File: config.mk
export PLATFORM = sky130hd
export DESIGN_NAME = mcs_status
export DESIGN_NICKNAME = d
export VERILOG_FILES = /design/src/mcs_pkg.sv /design/src/mcs_status.sv
export SDC_FILE = /design/constraint.sdc
export NUM_CORES = 1
export LEC_CHECK = 0
export BUFFER_PORTS_ARGS = -buffer_cell sky130_fd_sc_hd__buf_2
export CAP_MARGIN = 15
export CORE_ASPECT_RATIO = 0.75
export CORE_MARGIN = 2
export CORE_UTILIZATION = 45
export CTS_BUF_LIST = sky130_fd_sc_hd__clkbuf_4 sky130_fd_sc_hd__clkbuf_8 sky130_fd_sc_hd__clkbuf_16
export CTS_CLUSTER_DIAMETER = 80
export DETAILED_ROUTE_END_ITERATION = 16
export PLACE_DENSITY = 0.66
export SKIP_LAST_GASP = 1
export SLEW_MARGIN = 20
export SYNTH_ARGS = -nofsm -noshare
export SYNTH_HDL_FRONTEND = slang
export SYNTH_SLANG_ARGS = --single-unit
File: constraint.sdc
create_clock -name clock -period 1.84 [get_ports clock]
set_clock_uncertainty 0.15 [all_clocks]
set_input_delay 0.276 -clock clock [delete_from_list [all_inputs] [get_ports clock]]
set_output_delay 0.276 -clock clock [all_outputs]
set_load 0.02 [all_outputs]
File: src/mcs_pkg.sv
/*
  Constants for the MII carrier sense and collision status block.
  Assumes a single 20 MHz clock; all inputs synchronous to it.
*/
package mcs_pkg;
  localparam int unsigned MCS_CLK_HZ = 20000000;
  localparam int unsigned MCS_SYM_BITS = 10;
  // SQE test pulse length in ns, and its length in clock cycles
  localparam int unsigned MCS_SQE_NS = 1000;
  localparam int unsigned MCS_CLK_NS = 1000000000 / MCS_CLK_HZ;
  localparam int unsigned MCS_SQE_CYC_I = MCS_SQE_NS / MCS_CLK_NS;
  localparam logic [7:0] MCS_SQE_CYC = 8'(MCS_SQE_CYC_I);
  localparam logic [7:0] MCS_CNT_ZERO = 8'h00;
  localparam logic [7:0] MCS_CNT_ONE = 8'h01;
  localparam logic [9:0] MCS_SYM_RST = 10'h3ff;
  localparam logic [3:0] MCS_ZC_ZERO = 4'h0;
  localparam logic [3:0] MCS_ZC_ONE = 4'h1;
  localparam logic [3:0] MCS_ZC_MIN = 4'h2;
  // Bit position of the SQE test inhibit bit in its control register
  localparam int unsigned MCS_SQE_INH_BIT = 2;
  localparam int unsigned MCS_SQE_INH_REG = 18;
  typedef enum logic [1:0] {
    MCS_SQE_IDLE = 2'b00,
    MCS_SQE_WAIT = 2'b01,
    MCS_SQE_PULSE = 2'b10
  } mcs_sqe_type;
endpackage

File: src/mcs_status.sv
/*
  Carrier sense, collision and speed indicator logic toward the MAC.
  Assumes every input is synchronous to clock; the MAC resynchronises
  col and crs itself since they carry no relation to its MII clocks.
*/
// Contract
// [RULE_01] Speed indicator low in 10 Mb/s, high in 100 Mb/s.
// [RULE_02] Held in reset while chip_rst_low is low, operational when high.
// [RULE_03] Assert col on receive activity while tx_en is high.
// [RULE_04] 10 Mb/s receive activity comes from the unsquelched line signal.
// [RULE_05] 100 Mb/s activity: two non-adjacent zeros within a 10-bit symbol.
// [RULE_06] col has no timing relation to MII clocks; MAC synchronises it.
// [RULE_07] Full duplex holds col low permanently.
// [RULE_08] col asserts for SQE test unless the inhibit bit is set.
// [RULE_09] Half duplex: crs on receive or transmit activity.
// [RULE_10] Full duplex or repeater: crs on receive activity only.
// [RULE_11] crs has no timing relation to MII clocks; MAC synchronises it.
// [RULE_12] Management clock comes from the station manager.
// [RULE_13] col and crs stay low while hardware reset is held.
`timescale 1ns/1ps
module mcs_status
  import mcs_pkg::*;
(
  input wire logic clock,
  input wire logic rst_b,
  input wire logic chip_rst_low,
  input wire logic speed_100,
  input wire logic full_duplex,
  input wire logic repeater_mode,
  input wire logic sqe_test_inhibit,
  input wire logic tx_en,
  input wire logic line_rx_unsquelched,
  input wire logic line_rx_bit,
  input wire logic line_rx_bit_valid,
  input wire logic tx_end,
  input wire logic mgmt_clk,
  output logic col,
  output logic crs,
  output logic speed_indicator_out,
  output logic mgmt_clk_out
);
  logic run;
  logic [9:0] sym_r, sym_nxt;
  logic act100_r, act100_nxt;
  logic rx_act;
  logic col_r, col_nxt;
  logic crs_r, crs_nxt;
  logic spd_r, spd_nxt;
  mcs_sqe_type sqe_r, sqe_nxt;
  logic [7:0] sqe_cnt_r, sqe_cnt_nxt;

  // [RULE_02] Reset gating
  assign run = rst_b & chip_rst_low;

  // Returns true when two zeros exist with at least one bit between them
  function automatic logic two_apart_zeros(input logic [9:0] s);
    logic hit;
    hit = 1'b0;
    for (int i = 0; i < MCS_SYM_BITS; i++) begin
      for (int j = i + 2; j < MCS_SYM_BITS; j++) begin
        if (!s[i] && !s[j]) begin
          hit = 1'b1;
        end
      end
    end
    return hit;
  endfunction

  // [RULE_05] Symbol window
  always_comb begin
    sym_nxt = sym_r;
    act100_nxt = act100_r;
    if (line_rx_bit_valid) begin
      sym_nxt = {sym_r[8:0], line_rx_bit};
      // Sliding window so symbols at any alignment are seen
      act100_nxt = two_apart_zeros({sym_r[8:0], line_rx_bit});
    end
  end

  always_ff @(posedge clock) begin
    if (!run) begin
      sym_r <= MCS_SYM_RST;
      act100_r <= 1'b0;
    end else begin
      sym_r <= sym_nxt;
      act100_r <= act100_nxt;
    end
  end

  // [RULE_04] Unsquelched line in 10 Mb/s
  assign rx_act = speed_100 ? act100_r : line_rx_unsquelched;

  // SQE test: after a transmission ends in 10 Mb/s half duplex, pulse col
  always_comb begin
    sqe_nxt = sqe_r;
    sqe_cnt_nxt = sqe_cnt_r;
    unique case (sqe_r)
      MCS_SQE_IDLE: begin
        if (tx_end && !speed_100 && !full_duplex) begin
          sqe_nxt = MCS_SQE_PULSE;
          sqe_cnt_nxt = MCS_SQE_CYC;
        end
      end
      MCS_SQE_PULSE: begin
        sqe_cnt_nxt = sqe_cnt_r - MCS_CNT_ONE;
        if (sqe_cnt_r == MCS_CNT_ONE) begin
          sqe_nxt = MCS_SQE_IDLE;
          sqe_cnt_nxt = MCS_CNT_ZERO;
        end
      end
      default: begin
        sqe_nxt = MCS_SQE_IDLE;
      end
    endcase
  end

  always_ff @(posedge clock) begin
    if (!run) begin
      sqe_r <= MCS_SQE_IDLE;
      sqe_cnt_r <= MCS_CNT_ZERO;
    end else begin
      sqe_r <= sqe_nxt;
      sqe_cnt_r <= sqe_cnt_nxt;
    end
  end

  always_comb begin
    col_nxt = 1'b0;
    crs_nxt = rx_act;
    spd_nxt = speed_100;
    // [RULE_03] Receive during transmit
    if (rx_act && tx_en) begin
      col_nxt = 1'b1;
    end
    // [RULE_08] SQE unless inhibited
    if (sqe_r == MCS_SQE_PULSE && !sqe_test_inhibit) begin
      col_nxt = 1'b1;
    end
    // [RULE_07] Full duplex masks col
    if (full_duplex) begin
      col_nxt = 1'b0;
    end
    // [RULE_09] [RULE_10] Transmit feeds crs only in half duplex outside repeater mode
    if (!full_duplex && !repeater_mode && tx_en) begin
      crs_nxt = 1'b1;
    end
  end

  // [RULE_13] col, crs and speed indicator low in reset
  always_ff @(posedge clock) begin
    if (!run) begin
      col_r <= 1'b0;
      crs_r <= 1'b0;
      spd_r <= 1'b0;
    end else begin
      col_r <= col_nxt;
      crs_r <= crs_nxt;
      spd_r <= spd_nxt;
    end
  end

  // [RULE_06] Registered, no MII clock relation
  assign col = col_r;
  // [RULE_11] Registered, no MII clock relation
  assign crs = crs_r;
  // [RULE_01] Speed indicator
  assign speed_indicator_out = spd_r;
  // [RULE_12] Management clock taken from the station manager, passed on
  assign mgmt_clk_out = mgmt_clk;

  // Checks hold only while both resets are released, unless noted
  localparam int MCS_SQE_SPAN = MCS_SQE_CYC_I;
endmodule

==> reports/qor.yml, run 1 <==
drtAntennaViolNets: 0
post_cts_resize_count: 0
max_stage_delay_ns: 0.40
ioPinCount: 17
via_per_inst: 5.45
maxCapViolCount: 0
crit_family: "simple AND/OR/NAND/NOR gates"
path_cells: "inv_1 > ha_1 > or3b_4 > o31a_1 > o21ai_0 > nand2_1"
n_antenna_cell: 0
cts_root_buf: "clkbuf_4"
fin_crit_sh_pct: 93.0
hold_viol: 0
cts_sinks: 22
async_reset_ff_share_pct: 0
power_frac_comb_pct: 12.8
cts_max_path_buffers: 2
grt_pass1_wl_mm: 3.19
criticalPathCategory: "reg2reg"
finalSetupTns_ns: 0
stdcell_area_um2: 1140
ys.flop_type: "dfxtp_1"
synth_edf_count: 0
end_kind: "flop"
syn_inst: 109
drive_above_1_share_pct: 20.9
syn_nets: 124
cts_tree: "built"
ys_warn_count: 0
switching_share_pct: 24.8
core_area_um2: 2030
fp.dieW_um: 57.9
crit_path_max_fanout: 4
hold_class: "in2reg"
power_frac_seq_pct: 58.2
hpwl_mm: 1.36
rsz0062_at_grt: "no"
synth_compound_area_share_pct: 20.0
yosys.area_share.adder_pct: 2.55
antenna_found_initial: 0
track_usage_pct: 16.1
synth_simple_gate_area_share_pct: 19.2
wl_per_cell_um: 11.7
setup_violations: 0
grt-busiest-layer: "met2"
ctsHtreeMaxLevel: 1
max_freq_mhz: 584
grt.met1_usage_pct: 22.1
die_h_um: 44.5
synth.avg_cell_area_um2: 9.01
final_max_slew_viol_count: 0
gp_congestion: 0.748
p_switching_uw: 223
drc: 0
synthMuxAreaShare_pct: 9.30
cts_buffers: 3
first_global_vias: 719
synth_xor_area_share_pct: 0.892
synth_top_family_by_area: "compound AO/OA/AOI/OAI gates"
slew_headroom_pct: 71.9
synth-seq-cells: 22
p_int_uw: 676
drt_iter0_drc: 22
crit_slowest_cell: "or3b_4"
gr-usage-met3_pct: 6.14
overflow: 0
dpl-instance-area_um2: 1090
power_frac_clock_pct: 29.0
tightest_slew_ns: 0.418
path_buf_inv: 1
clk_pin_slew_worst_paths_ns: 0.11
syn_to_final_growth_pct: 16.3
vias: 834
met2_usage_pct: 24.3
p_leak_uw: 0.000490
nets: 145
startpoint_type: "flop"
final-seq-area_um2: 440
grt_max_degree: 13
vdd_drop_max_v: 0.000498
start_util_pct: 48.3
synth.cell_area_um2: 982
portBuffers: 14
routed_wl_mm: 1.80
clock_latency_ns: 0.30
timing.final.crit_period_ns: 1.71
die_area_um2: 2580
firstDrtPassIters: 4
multi_input_area_um2: 510
fp-row-count: 14
yosysSeqAreaShare_pct: 44.8
crit_required_ns: 1.90
nFillCells: 177
synth_cell_types: 35
status: "finished clean"
powerDensity_nw_per_um2: 787
cp.arrival_ns: 1.77
-- final timing paths --
kind         depth (start not counted)      endpoint    startpoint  slack, ns
max reg2reg                          6  sqe_cnt_r[6]  sqe_cnt_r[0]       0.13
min reg2reg                          1  sqe_cnt_r[7]  sqe_cnt_r[7]       0.35
min                                  3           crs         tx_en       0.08
max                                  6  sqe_cnt_r[6]  sqe_cnt_r[0]       0.13
-- through the flow --
stage | util [%] | std cells | power, uW | hold slack, ns | worst slack (ns)
after floorplan | - | 109 | 611 | 0.205 | 0.232
after global placement | 53.6 | 147 | 644 | 0.317 | 0.196
after detailed placement | 53.6 | 147 | 647 | 0.313 | 0.150
after CTS | 55.8 | 152 | 909 | 0.0712 | 0.102
after global routing | 56.2 | 153 | 952 | 0.0556 | 0.0127
final | 56.2 | 153 | 899 | 0.0765 | 0.129
-- power by group through the flow --
stage	combinational, uW	clock [uW]	sequential, uW
2_1_floorplan	81.8	0	530
5_1_grt	132	292	528
4_1_cts	116	270	522
3_5_place_dp	114	0	533
3_3_place_gp	111	0	532
6_report	115	260	523
-- logic make-up (layout without fill, tap and decap cells) --
group                    Yosys count  after routing
AO/OA/AOI/OAI                     28             28
XOR/XNOR                           1              1
adder cells (fa/ha/maj)            2              2
buffers and inverters              7             27
flip-flops                        22             22
multiplexers                       9              9
AND/OR/NAND/NOR                   40             40
-- routing by layer --
layer  wire length (um)  up-vias  share of wire (%)
met3                119        0                6.6
met5                  0        -                  0
met4                  0        0                  0
li1                   -      440                  -
met1                961      369                 53
met2                717       25                 40
-- cell usage in the layout (no fill, tap or decap), types with 3 or more instances in the layout --
cell type / n
clkbuf_4: 3
mux2i_1: 8
a21oi_1: 5
inv_1: 4
nand3_1: 5
nand2_1: 18
buf_4: 4
dfxtp_1: 22
a31oi_1: 5
o21ai_0: 5
nor2_1: 8
buf_2: 14
-- flip-flops by register name (all words and copies together), names as in the netlist --
name / cells
sym_r: 9
sqe_cnt_r: 8
act100_r: 1
col: 1
crs: 1
speed_indicator_out: 1
sqe_r: 1
-- synth_stat cells (all sizes together), types with 2 or more instances --
cell type  count  area share, %
nor2           8            3.1
a31oi          5            3.2
inv            4            1.5
a21oi          5            2.5
mux2i          8            8.2
dfxtp         22             45
nor3           2            1.0
o21ai          6            3.1
nand2         18            6.9
nor4           2            1.9
a2bb2oi        2            1.8
a211oi         2            2.0
nand3          5            2.5
ha             2            2.5
buf            3            1.7
-- worst min-delay path, stage by stage --
cell	delay, ns
buf_2	0.09
a21oi_1	0.05
nor2_1	0.08
-- repair_timing --
item | 4_1_cts | 5_1_grt
setup endpoints to repair | 0 | 2
setup buffers | 0 | 1
hold endpoints to repair | 1 | 0
hold buffers | 1 | 0
-- cell type report --
class | instances | share of cell area (%)
clock buffers | 4 | 3.18
multi-input cells | 80 | 44.7
well taps | 24 | 2.63
inverters | 4 | 1.31
repair buffers | 19 | 9.64
flip-flops and latches | 22 | 38.6
Note: power is estimated with default switching activity, not from simulation.
==> run 2: changes to the inputs <==
--- a/config.mk
+++ b/config.mk
@@ -14,6 +14,7 @@
 export CTS_CLUSTER_DIAMETER = 80
 export DETAILED_ROUTE_END_ITERATION = 16
 export PLACE_DENSITY = 0.66
+export SETUP_SLACK_MARGIN = 0.3
 export SKIP_LAST_GASP = 1
 export SLEW_MARGIN = 20
 export SYNTH_ARGS = -nofsm -noshare
==> reports/qor.yml, run 2 (synthesized netlist as in run 1, its figures left out) <==
die_h_um: 44.5  # unchanged
power_frac_comb_pct: 16.1  # +3.3 points
start_util_pct: 48.3  # unchanged
grt_max_degree: 13  # unchanged
maxCapViolCount: 0  # unchanged
vias: 887  # +6.4%
drt_iter0_drc: 36  # +64%
fin_total_pwr_uw: 952  # +5.9%
powerDensity_nw_per_um2: 761  # -3.3%
hold_viol: 0  # unchanged
grt_pass1_wl_mm: 3.63  # +14%
crit_required_ns: 1.90  # about the same
via_per_inst: 5.54  # +1.7%
routed_wl_mm: 2.12  # +18%
hold_class: "in2reg"
top_register: "sym_r"
overflow: 0  # unchanged
cts_max_path_buffers: 2  # unchanged
layout.cells.non_filler: 160  # +4.6%
antenna_found_initial: 0  # unchanged
cts_buffers: 3  # unchanged
core_area_um2: 2030  # unchanged
vdd_drop_max_v: 0.000736  # +48%
setup_violations: 0  # unchanged
path_cells: "inv_2 > ha_4 > or3b_4 > o31a_1 > o21ai_1 > nand2_1"
crit_slowest_cell: "or3b_4"
track_usage_pct: 18.7  # +2.6 points
die_area_um2: 2580  # unchanged
power_frac_seq_pct: 55.8  # -2.4 points
nets: 152  # +4.8%
hpwl_mm: 1.49  # +9.6%
rsz0062_at_grt: "yes"
cts_sinks: 22  # unchanged
max_stage_delay_ns: 0.39  # about the same
cp.arrival_ns: 1.69  # -0.08 ns
largest_register_ff_count: 9  # unchanged
hold_depth: 2  # -1
reg.largest.list: "sym_r: 9 flops, sqe_cnt_r: 8 flops"
drtAntennaViolNets: 0  # unchanged
timing.final.crit_period_ns: 1.63  # -0.0793 ns
status: "finished clean"
ioPinCount: 17  # unchanged
drc: 0  # unchanged
max_freq_mhz: 613  # +4.9%
slew_headroom_pct: 80.4  # +8.4 points
fp-row-count: 14  # unchanged
dpl.cell_count: 147  # unchanged
power_frac_clock_pct: 28.1  # -0.9 points
fp.dieW_um: 57.9  # unchanged
stdcell_area_um2: 1250  # +9.4%
dpl-instance-area_um2: 1090  # +0.23%
criticalPathCategory: "reg2reg"
p_switching_uw: 248  # +11%
startpoint_type: "flop"
end_kind: "flop"
firstDrtPassIters: 4  # unchanged
cts_root_buf: "clkbuf_4"
clk_pin_slew_worst_paths_ns: 0.12  # about the same
p_leak_uw: 0.000533  # +8.8%
p_int_uw: 704  # +4.1%
switching_share_pct: 26.1  # +1.3 points
syn_to_final_growth_pct: 27.3
finalCoreUtilization_pct: 61.5  # +5.3 points
crit_path_max_fanout: 4  # unchanged
clock_latency_ns: 0.31  # about the same
ctsHtreeMaxLevel: 1  # unchanged
gp_congestion: 0.811  # +8.5%
wl_per_cell_um: 13.3  # +13%
cts_tree: "built"
fin_crit_sh_pct: 88.7  # -4.3 points
final_max_slew_viol_count: 0  # unchanged
mostFrequentLayoutCells: "18 x nand2_1, 18 x dfxtp_1, 14 x buf_2"
drive_above_1_share_pct: 32.4  # +11 points
first_global_vias: 818  # +14%
n_antenna_cell: 0  # unchanged
portBuffers: 14  # unchanged
tightest_slew_ns: 0.295  # -0.123 ns
finalSetupTns_ns: 0  # unchanged
r2r_cells: 6  # unchanged
[run 2: cell types whose count changed in the layout (fill, tap and decap cells not counted), moves of 2 or more]
cell     change
inv_1        -2
dfxtp_1      -4
dfxtp_2      +4
buf_4        +7
inv_2        +2
[run 2: critical path: cells and delay by family, from the launching register on]
family | cells | cell delay [ns]
adder cells (fa/ha/maj) | 1 | 0.13
buffers and inverters | 1 | 0.08
flip-flops | 1 | 0.36
AO/OA/AOI/OAI | 2 | 0.37
AND/OR/NAND/NOR | 2 | 0.44
[run 2: metal layers]
layer	GRT usage, %	part of all wire (%)
met1	24.1	50
met2	30.5	44
met3	6.14	5.0
met4	4.65	0.61
met5	0	0
[run 2: final timing paths]
check	start	end	slack, ns
worst max-delay path	sqe_cnt_r[0]	sqe_cnt_r[6]	0.21
worst min-delay path	chip_rst_low	speed_indicator_out	0.07
worst max register to register	sqe_cnt_r[0]	sqe_cnt_r[6]	0.21
worst min register to register	sqe_cnt_r[0]	sqe_cnt_r[0]	0.35
[run 2: through the flow]
step / worst slack (ns) / hold WS (ns)
after global routing: 0.146 / 0.0560
after global placement: 0.170 / 0.310
after floorplan: 0.257 / 0.205
after detailed placement: 0.173 / 0.309
final: 0.208 / 0.0741
after CTS: 0.230 / 0.0674
[run 2: power groups by stage]
stage          Sequential [uW]  Combinational [uW]  Clock, uW
5_1_grt                    536                 170        297
4_1_cts                    529                 151        274
6_report                   531                 154        267
3_5_place_dp               532                 116          0
3_3_place_gp               532                 112          0
2_1_floorplan              530                82.3          0
[run 2: layout make-up]
class | count | area, um2
clock buffer | 4 | 36.3
fill | 170 | 782
inverter | 4 | 15.0
multi-input combinational | 80 | 561
sequential | 22 | 445
tap | 24 | 30.0
timing repair buffer | 26 | 163
[run 2: timing repair]
item / in CTS / in global routing
gates resized for setup: 9 / 4
endpoints found under the setup margin: 6 / 5
pin swaps: 6 / 2
buffers inserted: 6 / 2
hold endpoints to repair: 1 / 0
hold buffers: 1 / 0
